## src/verilog/acx_pkg.sv

```systemverilog
// Constants, register map and carrier types of the converter control block.
// Assumes a byte-wide I/O space in which the block owns addresses 0x01 to 0x07.
package acx_pkg;

    // ----------------------------------------
    // Register offsets
    // ----------------------------------------
    localparam logic [5:0] OFF_DIGITAL_DISABLE_0 = 6'h01;
    localparam logic [5:0] OFF_DIGITAL_DISABLE_1 = 6'h02;
    localparam logic [5:0] OFF_CONV_CONTROL_B = 6'h03;
    localparam logic [5:0] OFF_CONV_RESULT_LOW = 6'h04;
    localparam logic [5:0] OFF_CONV_RESULT_HIGH = 6'h05;
    localparam logic [5:0] OFF_CONV_CONTROL_A = 6'h06;
    localparam logic [5:0] OFF_INPUT_SELECT = 6'h07;
    localparam logic [5:0] BIT_ACCESS_TOP = 6'h1F;

    // ----------------------------------------
    // Field positions and masks
    // ----------------------------------------
    localparam int SEL_REF_HI = 7;
    localparam int SEL_REF_LO = 6;
    localparam int SEL_LEFT_ADJUST = 5;
    localparam int CTA_ENABLE = 7;
    localparam int CTA_START = 6;
    localparam int CTA_AUTO = 5;
    localparam int CTA_DONE_FLAG = 4;
    localparam int CTA_DONE_IE = 3;
    localparam int CTB_BIPOLAR = 7;
    localparam int CTB_GAIN_RANGE = 6;
    localparam int CTB_REF_TOP = 4;
    localparam int CTB_CHAN_TOP = 3;
    localparam int DD0_REFPIN = 3;
    localparam logic [7:0] CTB_RESERVED_MASK = 8'hDF;
    localparam logic [7:0] DD1_USED_MASK = 8'hF0;

    // ----------------------------------------
    // Reset values, timing counts, channel and trigger codes
    // ----------------------------------------
    localparam logic [7:0] RESET_BYTE = 8'h00;
    localparam logic [4:0] CONV_CYCLES_NORMAL = 5'h0D;
    localparam logic [4:0] CONV_CYCLES_LONG = 5'h19;
    localparam logic [5:0] CHAN_TEMP_SENSOR = 6'h0B;
    localparam logic [2:0] TRIG_FREE_RUN = 3'h0;

    // ----------------------------------------
    // Types
    // ----------------------------------------
    typedef enum logic [2:0] {
        REF_SUPPLY = 3'b000,
        REF_EXTERNAL = 3'b001,
        REF_INT_1V1 = 3'b010,
        REF_RESERVED = 3'b011,
        REF_INT_2V56 = 3'b110,
        REF_INT_2V56_CAP = 3'b111
    } acx_ref_mode_t;

    typedef enum logic [1:0] {
        CONV_IDLE = 2'b00,
        CONV_RUN = 2'b01
    } acx_conv_state_t;

    typedef struct packed {
        logic [5:0] addr;
        logic wr;
        logic rd;
        logic bit_set;
        logic bit_clr;
        logic [2:0] bit_num;
        logic [7:0] wdata;
    } acx_io_req_t;

    typedef struct packed {
        acx_ref_mode_t ref_mode;
        logic [5:0] chan;
        logic temp_sensor_en;
        logic bipolar;
        logic gain_range;
        logic conv_start;
        logic conv_long;
        logic conv_active;
        logic adc_clk_tick;
    } acx_analog_ctl_t;

    typedef struct packed {
        logic [7:0] input_select;
        logic [7:0] ctrl_a;
        logic [7:0] ctrl_b;
        logic [7:0] dis0;
        logic [7:0] dis1;
        logic [2:0] act_ref;
        logic [5:0] act_chan;
        logic ref_changed;
        logic first_after_enable;
        acx_conv_state_t conv_state;
        logic [4:0] conv_cnt;
        logic conv_long;
        logic [6:0] prescale;
        logic [9:0] result;
        logic trig_prev;
        logic [2:0] trig_src_prev;
        logic [7:0] rdata;
    } acx_state_t;

endpackage

```

## src/verilog/acx_control.sv

```systemverilog
// Converter control: register file, deferred selections, conversion timing,
// auto-trigger and digital input disable of the analog pins.
// Assumes a synchronous byte I/O port with single-bit set/clear strobes and an
// analog core that offers its 10-bit result when a conversion ends.
`timescale 1ns/100ps

module acx_control
    import acx_pkg::*;
(
    // Clock and reset
    input wire logic i_clk,
    input wire logic i_rst,
    // I/O register port
    input acx_pkg::acx_io_req_t i_io,
    output logic [7:0] o_io_rdata,
    // Analog core
    input wire logic [9:0] i_analog_result,
    output acx_pkg::acx_analog_ctl_t o_analog,
    // Trigger source flags, index = source code, bit 0 unused
    input wire logic [7:0] i_trig_flags,
    // Analog pins
    input wire logic [10:0] i_chan_pin_in,
    input wire logic i_refpin_in,
    output logic [10:0] o_chan_pin_read,
    output logic o_refpin_read,
    output logic [10:0] o_chan_buf_off,
    output logic o_refpin_buf_off,
    // Completion request level toward the interrupt controller
    output logic o_done_request
);
    import acx_pkg::*;

    acx_state_t st_ff;
    acx_state_t nxt_st;

    // ----------------------------------------
    // Write decode with single-bit operations
    // ----------------------------------------
    logic [7:0] wmask;
    logic [7:0] wval;
    logic flag_clr;
    logic bit_op;

    always_comb
    begin
        bit_op = (i_io.bit_set | i_io.bit_clr) && (i_io.addr <= BIT_ACCESS_TOP);
        wmask = 8'h00;
        wval = 8'h00;
        flag_clr = 1'b0;
        if (i_io.wr)
        begin
            wmask = 8'hFF;
            wval = i_io.wdata;
            flag_clr = i_io.wdata[CTA_DONE_FLAG];
        end
        else if (bit_op)
        begin
            // Only the addressed bit moves, so a set on a neighbour leaves the flag alone
            wmask = 8'h01 << i_io.bit_num;
            wval = i_io.bit_set ? 8'hFF : 8'h00;
            flag_clr = i_io.bit_set && (i_io.bit_num == 3'(CTA_DONE_FLAG));
        end
    end

    function automatic logic [7:0] merge(input logic [7:0] old, input logic [7:0] m, input logic [7:0] v);
        merge = (old & ~m) | (v & m);
    endfunction

    // ----------------------------------------
    // Result presentation
    // ----------------------------------------
    logic [7:0] res_low;
    logic [7:0] res_high;

    always_comb
    begin
        // Taken straight from the stored result, so the bit acts even mid-conversion
        if (st_ff.input_select[SEL_LEFT_ADJUST])
        begin
            res_high = st_ff.result[9:2];
            res_low = {st_ff.result[1:0], 6'h00};
        end
        else
        begin
            res_high = {6'h00, st_ff.result[9:8]};
            res_low = st_ff.result[7:0];
        end
    end

    // ----------------------------------------
    // Prescaler and trigger selection
    // ----------------------------------------
    logic [2:0] ps_sel;
    logic [6:0] ps_mask;
    logic tick;
    logic [2:0] trig_src;
    logic trig_lvl;
    logic trig_edge;

    always_comb
    begin
        ps_sel = st_ff.ctrl_a[2:0];
        ps_mask = (ps_sel == 3'h0) ? 7'h01 : 7'((8'h01 << ps_sel) - 8'h01);
        tick = st_ff.ctrl_a[CTA_ENABLE] && ((st_ff.prescale & ps_mask) == ps_mask);
        trig_src = st_ff.ctrl_b[2:0];
        // Code 0 follows the block's own completion flag, others the external flags
        trig_lvl = (trig_src == TRIG_FREE_RUN) ? st_ff.ctrl_a[CTA_DONE_FLAG]
                                               : i_trig_flags[trig_src];
        trig_edge = trig_lvl && !st_ff.trig_prev
                    && !((trig_src == TRIG_FREE_RUN) && (st_ff.trig_src_prev != TRIG_FREE_RUN));
    end

    // ----------------------------------------
    // Next state
    // ----------------------------------------
    logic conv_end;
    logic sw_start;
    logic auto_start;
    logic start;
    logic [2:0] pend_ref;
    logic [5:0] pend_chan;
    logic [4:0] conv_len;
    logic [7:0] new_a;

    always_comb
    begin
        nxt_st = st_ff;
        conv_end = 1'b0;
        start = 1'b0;

        // Register writes
        if (i_io.addr == OFF_INPUT_SELECT)
        begin
            nxt_st.input_select = merge(st_ff.input_select, wmask, wval);
        end
        if (i_io.addr == OFF_CONV_CONTROL_B)
        begin
            nxt_st.ctrl_b = merge(st_ff.ctrl_b, wmask, wval) & CTB_RESERVED_MASK;
        end
        if (i_io.addr == OFF_DIGITAL_DISABLE_0)
        begin
            nxt_st.dis0 = merge(st_ff.dis0, wmask, wval);
        end
        if (i_io.addr == OFF_DIGITAL_DISABLE_1)
        begin
            nxt_st.dis1 = merge(st_ff.dis1, wmask, wval) & DD1_USED_MASK;
        end
        new_a = st_ff.ctrl_a;
        sw_start = 1'b0;
        if (i_io.addr == OFF_CONV_CONTROL_A)
        begin
            new_a = merge(st_ff.ctrl_a, wmask, wval);
            sw_start = new_a[CTA_START] && (wmask[CTA_START] == 1'b1);
            new_a[CTA_DONE_FLAG] = st_ff.ctrl_a[CTA_DONE_FLAG] && !flag_clr;
        end
        new_a[CTA_START] = 1'b0;
        nxt_st.ctrl_a = new_a;

        // Prescaler runs only while the converter is enabled
        nxt_st.prescale = st_ff.ctrl_a[CTA_ENABLE] ? 7'(st_ff.prescale + 7'h01) : 7'h00;

        // Conversion sequencing
        conv_len = st_ff.conv_long ? CONV_CYCLES_LONG : CONV_CYCLES_NORMAL;
        case (st_ff.conv_state)
            CONV_IDLE:
            begin
                nxt_st.conv_cnt = 5'h00;
            end
            CONV_RUN:
            begin
                if (!st_ff.ctrl_a[CTA_ENABLE])
                begin
                    nxt_st.conv_state = CONV_IDLE;
                end
                else if (tick)
                begin
                    if (st_ff.conv_cnt == 5'(conv_len - 5'h01))
                    begin
                        conv_end = 1'b1;
                        nxt_st.conv_state = CONV_IDLE;
                        nxt_st.result = i_analog_result;
                    end
                    else
                    begin
                        nxt_st.conv_cnt = 5'(st_ff.conv_cnt + 5'h01);
                    end
                end
            end
            default:
            begin
                nxt_st.conv_state = CONV_IDLE;
            end
        endcase
        // A completion in the same cycle as a clear keeps the flag set
        if (conv_end)
        begin
            nxt_st.ctrl_a[CTA_DONE_FLAG] = 1'b1;
        end

        // Deferred selections: copied while idle or on the completion cycle
        pend_ref = {nxt_st.ctrl_b[CTB_REF_TOP], nxt_st.input_select[SEL_REF_HI:SEL_REF_LO]};
        pend_chan = {nxt_st.ctrl_b[CTB_CHAN_TOP], nxt_st.input_select[4:0]};
        if ((st_ff.conv_state == CONV_IDLE) || conv_end)
        begin
            nxt_st.act_ref = pend_ref;
            nxt_st.act_chan = pend_chan;
            if (pend_ref != st_ff.act_ref)
            begin
                nxt_st.ref_changed = 1'b1;
            end
        end

        if (!st_ff.ctrl_a[CTA_ENABLE])
        begin
            nxt_st.first_after_enable = 1'b1;
        end

        // Start: software bit, or a trigger edge only while auto-trigger is on
        auto_start = st_ff.ctrl_a[CTA_AUTO] && trig_edge;
        if (st_ff.ctrl_a[CTA_ENABLE] && (sw_start || auto_start) && (nxt_st.conv_state == CONV_IDLE)
            && !conv_end)
        begin
            start = 1'b1;
            nxt_st.conv_state = CONV_RUN;
            nxt_st.conv_cnt = 5'h00;
            nxt_st.conv_long = nxt_st.ref_changed || st_ff.first_after_enable;
            nxt_st.ref_changed = 1'b0;
            nxt_st.first_after_enable = 1'b0;
        end

        nxt_st.trig_prev = trig_lvl;
        nxt_st.trig_src_prev = trig_src;

        // Registered read data, test of single bits uses the same path
        if (i_io.rd)
        begin
            case (i_io.addr)
                OFF_DIGITAL_DISABLE_0: nxt_st.rdata = st_ff.dis0;
                OFF_DIGITAL_DISABLE_1: nxt_st.rdata = st_ff.dis1;
                OFF_CONV_CONTROL_B: nxt_st.rdata = st_ff.ctrl_b;
                OFF_CONV_RESULT_LOW: nxt_st.rdata = res_low;
                OFF_CONV_RESULT_HIGH: nxt_st.rdata = res_high;
                OFF_CONV_CONTROL_A:
                    nxt_st.rdata = st_ff.ctrl_a | ((st_ff.conv_state == CONV_RUN) ? 8'h40 : 8'h00);
                OFF_INPUT_SELECT: nxt_st.rdata = st_ff.input_select;
                default: nxt_st.rdata = 8'h00;
            endcase
        end
    end

    // ----------------------------------------
    // State register
    // ----------------------------------------
    always_ff @(posedge i_clk or posedge i_rst)
    begin
        if (i_rst)
        begin
            st_ff <= '0;
        end
        else
        begin
            st_ff <= nxt_st;
        end
    end

    // ----------------------------------------
    // Outputs
    // ----------------------------------------
    logic [10:0] chan_off;

    always_comb
    begin
        chan_off = {st_ff.dis1[7:4], st_ff.dis0[7:4], st_ff.dis0[2:0]};
    end

    genvar gi;
    generate
        for (gi = 0; gi < 11; gi++)
        begin : g_pin
            assign o_chan_pin_read[gi] = i_chan_pin_in[gi] & ~chan_off[gi];
        end
    endgenerate

    assign o_chan_buf_off = chan_off;
    assign o_refpin_buf_off = st_ff.dis0[DD0_REFPIN];
    assign o_refpin_read = i_refpin_in & ~st_ff.dis0[DD0_REFPIN];
    assign o_io_rdata = st_ff.rdata;
    assign o_done_request = st_ff.ctrl_a[CTA_DONE_FLAG] & st_ff.ctrl_a[CTA_DONE_IE];

    always_comb
    begin
        // Reserved code 3'b011 is forwarded unchanged; the core decides what it does
        o_analog.ref_mode = acx_ref_mode_t'(st_ff.act_ref);
        // Every code goes through, including a pin paired with itself for offset
        o_analog.chan = st_ff.act_chan;
        o_analog.temp_sensor_en = (st_ff.act_chan == CHAN_TEMP_SENSOR);
        o_analog.bipolar = st_ff.ctrl_b[CTB_BIPOLAR];
        o_analog.gain_range = st_ff.ctrl_b[CTB_GAIN_RANGE];
        o_analog.conv_start = (st_ff.conv_state == CONV_RUN) && (st_ff.conv_cnt == 5'h00) && tick;
        o_analog.conv_long = st_ff.conv_long;
        o_analog.conv_active = (st_ff.conv_state == CONV_RUN);
        o_analog.adc_clk_tick = tick;
    end

endmodule

```

## config.mk

```make
export PLATFORM = sky130hd
export DESIGN_NAME = acx_control
export DESIGN_NICKNAME = d
export VERILOG_FILES = /design/src/verilog/acx_pkg.sv /design/src/verilog/acx_control.sv
export SDC_FILE = /design/constraint.sdc
export NUM_CORES = 1
export LEC_CHECK = 0
export ABC_CLOCK_PERIOD_IN_PS = 3360
export BUFFER_PORTS_ARGS = -buffer_cell sky130_fd_sc_hd__buf_2
export CORE_UTILIZATION = 54
export CTS_CLUSTER_SIZE = 40
export DETAILED_ROUTE_END_ITERATION = 10
export PLACE_DENSITY = 0.8
export SYNTH_ARGS = -nofsm -noshare
export SYNTH_HDL_FRONTEND = slang
export SYNTH_SLANG_ARGS = --single-unit
```

## constraint.sdc

```tcl
create_clock -name i_clk -period 3.36 [get_ports i_clk]
set_clock_uncertainty 0.1 [all_clocks]
set_input_delay 0.672 -clock i_clk [delete_from_list [all_inputs] [get_ports i_clk]]
set_output_delay 0.672 -clock i_clk [all_outputs]
set_load 0.005 [all_outputs]
```

=== After elaboration in Yosys (flattened, before gate mapping) ===
Index checks and enable logic that the tools add are counted.

* Output and inout bits: 49
* Bits in registers: 82
* Word-level logic and storage cells: 153

* Order comparisons: 2
* Bitwise gates (word level): 40
* Multiplexer cells: 37
* Reduce and logical (&&, ||, !) cells: 31
* $add $sub $neg: 4
* Shift-type cells: 2
* Eq/ne operators: 17

{| class="wikitable"
|+ Operators by type and width
! cell !! number
|-
| $mux W8 || 8
|-
| $pmux W8 S7 || 1
|-
| $and A8 B8 Y8 || 6
|-
| $or A8 B8 Y8 || 5
|-
| $mux W7 || 4
|-
| $mux W5 || 5
|-
| $eq A6 B3 Y1 const B || 4
|-
| $logic_and A1 B1 Y1 || 14
|-
| $and A1 B1 Y1 || 13
|-
| $mux W1 || 13
|-
| $eq A6 B2 Y1 const B || 2
|-
| $not A1 Y1 || 12
|-
| $mux W10 || 1
|-
| $pmux W5 S2 || 1
|-
| $not A8 Y8 || 1
|-
| $or A8 B7 Y8 || 1
|-
| $reduce_and A4 Y1 || 2
|-
| $shl A1 B3 Y8 const A || 1
|-
| $add A7 B1 Y7 const B || 1
|-
| $and A7 B7 Y7 || 1
|-
| $eq A7 B7 Y1 || 1
|-
| $shl A1 B3 Y7 const A || 1
|-
| $sub A7 B1 Y7 const B || 1
|-
| $eq A6 B1 Y1 const B || 1
|-
| 23 further kinds || 33
|}

=== Logic depth before layout (Yosys ltp) ===
Gate-level depths: netlist (run 1).

* Depth in word-level cells: 15
* Gate-level depth with buffers: 8

=== Worst setup path after synthesis (run 1) ===
Ideal clock, no wire load.

* Kind: input port to flip-flop
* Start point: input i_trig_flags[7]
* End point: register st_ff[31] (netlist bit)
* Data arrival time: 2.243 ns
* Stages: 7
* Slack: 0.892 ns
* Library setup time: 0.125 ns
* Cell sequence: mux4_2 mux2_2 nor4bb_1 o21ai_0 nand2_1 nand2_1 mux2_2

{| class="wikitable"
|+ RTL lines
! element !! line !! text
|-
| from (decl) || acx_control.sv:20 || <nowiki>input wire logic [7:0] i_trig_flags,</nowiki>
|-
| to (signal assigned) || acx_control.sv:262 || <nowiki>st_ff <= nxt_st;</nowiki>
|-
| to (decl) || acx_control.sv:33 || <nowiki>acx_state_t st_ff;</nowiki>
|}

==> impl_metrics.yaml, run 1 <==
clock_network:
  cts_root_buf: "clkbuf_8"
  cts_buffers: 9
  cts_hold_buffers: 0
  clk_latency_ns: 0.35
  path_clk_slew_ns: 0.08
  htreeDepth: 3
  cts_setup_buffers: 0
  clockBufferDepth: 2
  tritoncts: "built"
  cts_sinks: 82
  ctsResizeCount: 0
placed_design:
  io_buffers: 100
  gp_congestion: 0.954
  dp_cells: 578
  place_ws_ns: 0.490
  dpl.hpwl_um: 8010
power_and_ir_drop:
  seqPwrFrac_pct: 53.1
  powerDensity_nw_per_um2: 439
  p_switching_mw: 0.603
  p_leak_nw: 2.51
  intPower_mw: 1.59
  p_clk_share_pct: 31.5
  sw_frac_of_total_pct: 27.5
  comb_power_share_pct: 15.4
  ir_worst_vdd_mv: 0.189
sta:
  worst_slack_ns: 0.251
  rsz0062_at_grt: "false"
  fin_crit_sh_pct: 92.5
  period_needed_ns: 3.11
  worst_pin_slew_ns: 0.770
  maxSlewHeadroom_pct: 48.0
  hold_viol_final: 0
  setup_viol: 0
  max_freq_mhz: 322
  drv_slew: 0
  fin_setup_tns_ns: 0
setup_path:
  startpoint_type: "register"
  path_max_fanout: 8
  end_kind: "primary output"
  worst_path_largest_cell_delay_ns: 0.46
  cp_data_arrival_time_ns: 2.34
  worstPathRequired_ns: 2.59
  cp_cell_sequence: "inv_1, o21ai_1, a221o_1, a211oi_4, nand2_4, nor4_1, buf_2"
  path_class: "register to primary output"
  crit_path_top_delay_cell: "a211oi_4"
logic_synthesis:
  synth_top_cell_by_area: "dfrtp_1"
  synth_edf_count: 0
  seq_area_frac_synth_pct: 46.8
  yosysWarnings: 0
  synth_top_area_share_pct: 46.8
  ys.flop_type: "dfrtp_1"
  ys_top_cells_by_area: "dfrtp_1 (47%), mux2_2 (11%), buf_4 (5.5%)"
  synth_common_cells: "dfrtp_1 (82), nor2_1 (61), mux2_2 (44), buf_4 (32), nand2_1 (20)"
  ys_ff_latch: 82
  async_flop_share_pct: 100
  synth_cell_types: 52
  syn_area_um2: 4380
  avgSynthCellArea_um2: 10.7
  synthCells: 408
  synth_fp_nets: 464
  synth.most_common_cell: "dfrtp_1"
route:
  drt-wirelength-per-cell_um: 18.4
  first_pass_iters: 6
  drc_errors: 0
  routed_wl_um: 10900
  ant_nets: 0
  vias: 3517
  drt_iter0_drc: 336
  viasPerCell: 5.93
outcome:
  status: "finished clean"
layout:
  drive_above_1_share_pct: 37.7
  utilization_pct: 64.0
  antennaDiodeCount: 0
  nets: 543
  fillers: 615
  stdcell_count: 593
  seq_area_um2: 2050
  multi_input_area_um2: 2010
  syn_to_final_growth_pct: 14.0
global_route:
  grt_pass1_vias: 3388
  track_usage_pct: 27.2
  antenna_found_initial: 0
  grt_remaining_overflow: 0
  grt_pass1_wl_um: 17300
  grt_max_degree: 43
floorplan:
  ios: 102
  placementRows: 32
  dieArea_um2: 8480
  die_y_um: 92.1
  start_util_pct: 56.1
  die_x_um: 92.1
  core_um2: 7810
worst_hold_path:
  worstHoldPathType: "input pin to async pin"
job:
  cap_violations: 0
[area by class of cell]
cell class,count,share of cell area (%)
sequential,82,41.1
multi-input combinational,274,40.2
timing repair buffer,109,11.6
clock buffer,10,2.56
inverter,11,0.852
clock inverter,5,1.13
tap,102,2.56
[worst max-delay path: cells and delay by family (launching register included)]
kind	cells	cell delay, ns
buffers and inverters	2	0.27
DFF	1	0.44
and+or+nand+nor	2	0.42
AOI/OAI and AO/OA	3	0.86
[cells in the final DEF, fill, tap and decap left out, types with 2 or more instances in the layout]
cell type / count
mux2i_1: 4
nand3_1: 9
dfrtp_1: 82
nand4_1: 2
xor2_1: 2
nor3_1: 5
nand2_1: 20
a21oi_1: 4
xnor2_1: 7
o211ai_1: 3
ha_1: 3
a31oi_1: 9
and2_1: 7
o21ai_0: 6
nor3b_1: 4
a41oi_1: 6
clkinv_2: 3
mux2_4: 8
buf_2: 100
inv_1: 10
nor2b_1: 15
mux2_2: 44
a222oi_1: 10
mux4_2: 2
clkbuf_8: 9
a21o_1: 10
a221oi_1: 4
nor4_1: 4
nor2_1: 61
and3_1: 3
buf_4: 8
a22oi_1: 2
[path summary, 6_finish.rpt]
path | startpoint | to | slack (ns) | cells after the start
worst max-delay path | register | o_analog[3] | 0.25 | 7
max in group asynchronous | i_rst | st_ff[82]$_DFF_PP0_ | 2.20 | 3
worst max register to register | register | st_ff[34]$_DFFE_PP0P_ | 0.66 | 7
min in group i_clk | register | st_ff[8]$_DFF_PP0_ | 0.41 | 0
worst min register to register | register | st_ff[8]$_DFF_PP0_ | 0.41 | 0
worst min-delay path | i_rst | st_ff[20]$_DFFE_PP0P_ | 0.31 | 2
[routing by layer]
metal / up-vias / share of wire (%) / wire length, um / track usage [%]
met1: 1681 / 40 / 4420 / 36.5
met2: 206 / 46 / 5070 / 41.5
met3: 33 / 9.6 / 1050 / 5.89
met5: - / 0 / 0 / 0
met4: 0 / 3.5 / 384 / 14.3
li1: 1597 / - / - / -
[through the flow]
step           cell area, um^2  hold WS [ns]  power [mW]
2_1_floorplan             4380         0.318        1.41
3_3_place_gp              4810         0.377        1.50
3_5_place_dp              4810         0.376        1.52
4_1_cts                   4990         0.325        2.20
5_1_grt                   4990         0.365        2.29
6_report                  4990         0.311        2.19
[kinds of logic (layout without fill, tap and decap cells)]
| family | after synthesis | after routing | share of synthesized area [%] |
|---|---|---|---|
| and+or+nand+nor | 139 | 139 | 15.5 |
| adders and majority gates | 3 | 3 | 0.857 |
| DFF | 82 | 82 | 46.8 |
| buffers and inverters | 52 | 135 | 7.37 |
| AOI/OAI and AO/OA | 64 | 64 | 11.5 |
| xor gates and xnor gates | 9 | 9 | 1.80 |
| muxes | 58 | 58 | 16.0 |
| other | 1 | 1 | 0.0856 |
[power groups by stage]
stage                     combinational, mW  sequential (mW)  clock [mW]
after detailed placement              0.338             1.18           0
after global routing                  0.370             1.17       0.743
after global placement                0.327             1.18           0
after CTS                             0.340             1.16       0.698
final                                 0.338             1.16       0.691
after floorplan                       0.263             1.15           0
Power figures use the tool's default switching activity.
==> run 2, diff against run 1 <==
==> constraint.sdc (replaced) <==
create_clock -name i_clk -period 3.36 [get_ports i_clk]
set_clock_uncertainty 0.1 [all_clocks]
set_input_delay 1.008 -clock i_clk [delete_from_list [all_inputs] [get_ports i_clk]]
set_output_delay 1.008 -clock i_clk [all_outputs]
set_load 0.005 [all_outputs]
==> run 2 against run 1 <==
Compared with the run above: final area up 0.70%; die area stayed put; critical path depth did not move; clock power fell by 4.5%; setup slack lost 0.12 ns; critical endpoint unchanged.
==> impl_metrics.yaml, run 2 (same netlist as run 1, synthesis figures left out) <==
outcome:
  status: "finished clean"
floorplan:
  ios: 102
  die_x_um: 92.1
  die_y_um: 92.1
  core_um2: 7810
  placementRows: 32
  dieArea_um2: 8480
  start_util_pct: 56.1
setup_path:
  worstPathRequired_ns: 2.25
  worstRegToRegCells: 7
  end_kind: "primary output"
  regToRegSetupSlack_ns: 0.64
  cp_cell_sequence: "inv_1, o21ai_1, a221o_1, a211oi_4, nand2_4, nor4_1, buf_2"
  worst_path_largest_cell_delay_ns: 0.43
  cp_data_arrival_time_ns: 2.12
  r2r_end: "st_ff[34]$_DFFE_PP0P_"
  cp_top_family: "compound AO/OA/AOI/OAI gates"
  path_max_fanout: 8
  critPathBufInv: 2
  crit_path_top_delay_cell: "dfrtp_1"
  path_class: "register to primary output"
  startpoint_type: "register"
layout:
  antennaDiodeCount: 0
  syn_to_final_growth_pct: 14.8
  final_cell_mix: "buf_2 (100), dfrtp_1 (82), nor2_1 (61), mux2_2 (44), nand2_1 (20)"
  fin_area_um2: 5030
  nets: 550
  drive_above_1_share_pct: 38.9
  final_common_cell: "buf_2"
worst_hold_path:
  worstHoldPathType: "register to register"
  min_to: "st_ff[8]$_DFF_PP0_"
  holdPathStages: 0
clock_network:
  htreeDepth: 3
  tritoncts: "built"
  clockBufferDepth: 2
  cts_sinks: 82
  path_clk_slew_ns: 0.08
  cts_buffers: 9
  clk_latency_ns: 0.36
  ctsResizeCount: 0
  cts_root_buf: "clkbuf_8"
placed_design:
  gp_congestion: 0.921
  dpl-instance-area_um2: 4850
  io_buffers: 100
  dpl.hpwl_um: 8130
  place_ws_ns: 0.172
route:
  viasPerCell: 5.89
  drc_errors: 0
  routed_wl_um: 10800
  wl_met2_um: 5080
  top_layer_used: "met4"
  drt-wirelength-per-cell_um: 18.0
  wl_met3_um: 814
  drt_iter0_drc: 328
  ant_nets: 0
  vias: 3540
  first_pass_iters: 6
  met1Wirelength_um: 4560
sta:
  fin_setup_tns_ns: 0
  period_needed_ns: 3.23
  max_freq_mhz: 310
  worst_slack_ns: 0.134
  rsz0062_at_grt: "false"
  drv_slew: 0
  worst_pin_slew_ns: 0.752
  fin_crit_sh_pct: 96.0
  setup_viol: 0
  hold_viol_final: 0
  maxSlewHeadroom_pct: 49.2
global_route:
  grt_remaining_overflow: 0
  track_usage_pct: 26.9
  antenna_found_initial: 0
  grt_pass1_wl_um: 17100
  grt_pass1_vias: 3400
  grt_max_degree: 40
job:
  cap_violations: 0
power_and_ir_drop:
  p_leak_nw: 2.53
  ir_worst_vdd_mv: 0.231
  powerDensity_nw_per_um2: 429
[run 2: power breakdown]
group / internal (mW) / switching [mW]
combinational: 0.178 / 0.160
clock: 0.288 / 0.372
sequential: 1.07 / 0.0866
total: 1.54 / 0.618
[run 2: how the worst max path moves through the flow]
stage                               start               endpoint  slack (ns)  cells after the start
after detailed placement  i_trig_flags[6]  st_ff[31]$_DFFE_PP0P_        0.17                      8
after floorplan                     i_rst              async pin        0.14                      1
final                            register            o_analog[3]        0.13                      7
after CTS                        register            o_analog[3]        0.08                      7
after global routing             register            o_analog[3]       0.001                      7
after global placement    i_trig_flags[7]  st_ff[31]$_DFFE_PP0P_        0.23                      8
[run 2: final cells by class]
type | instances | area [um^2]
Clock buffer | 10 | 138
Clock inverter | 6 | 41.3
Fill cell | 644 | 2780
Inverter | 11 | 42.5
Multi-Input combinational cell | 274 | 2010
Sequential cell | 82 | 2050
Tap cell | 102 | 128
Timing Repair Buffer | 116 | 621
[run 2: per-layer routing]
layer	track usage, %	vias to the layer above
met5	0	-
met4	13.7	0
met3	3.90	29
met2	42.1	193
met1	36.5	1710
li1	-	1608
[run 2: repair_timing]
action                                  CTS  global route
hold buffers                              0             0
buffers inserted                          0             0
endpoints found under the setup margin    0             1
[run 2: metrics by stage]
| step | instances | hold slack [ns] | total power [mW] | utilization, % |
|---|---|---|---|---|
| 2_1_floorplan | 408 | 0.318 | 1.41 | - |
| 3_3_place_gp | 585 | 0.377 | 1.51 | 62.1 |
| 3_5_place_dp | 585 | 0.376 | 1.52 | 62.1 |
| 4_1_cts | 601 | 0.397 | 2.17 | 64.4 |
| 5_1_grt | 601 | 0.433 | 2.26 | 64.4 |
| 6_report | 601 | 0.388 | 2.16 | 64.4 |
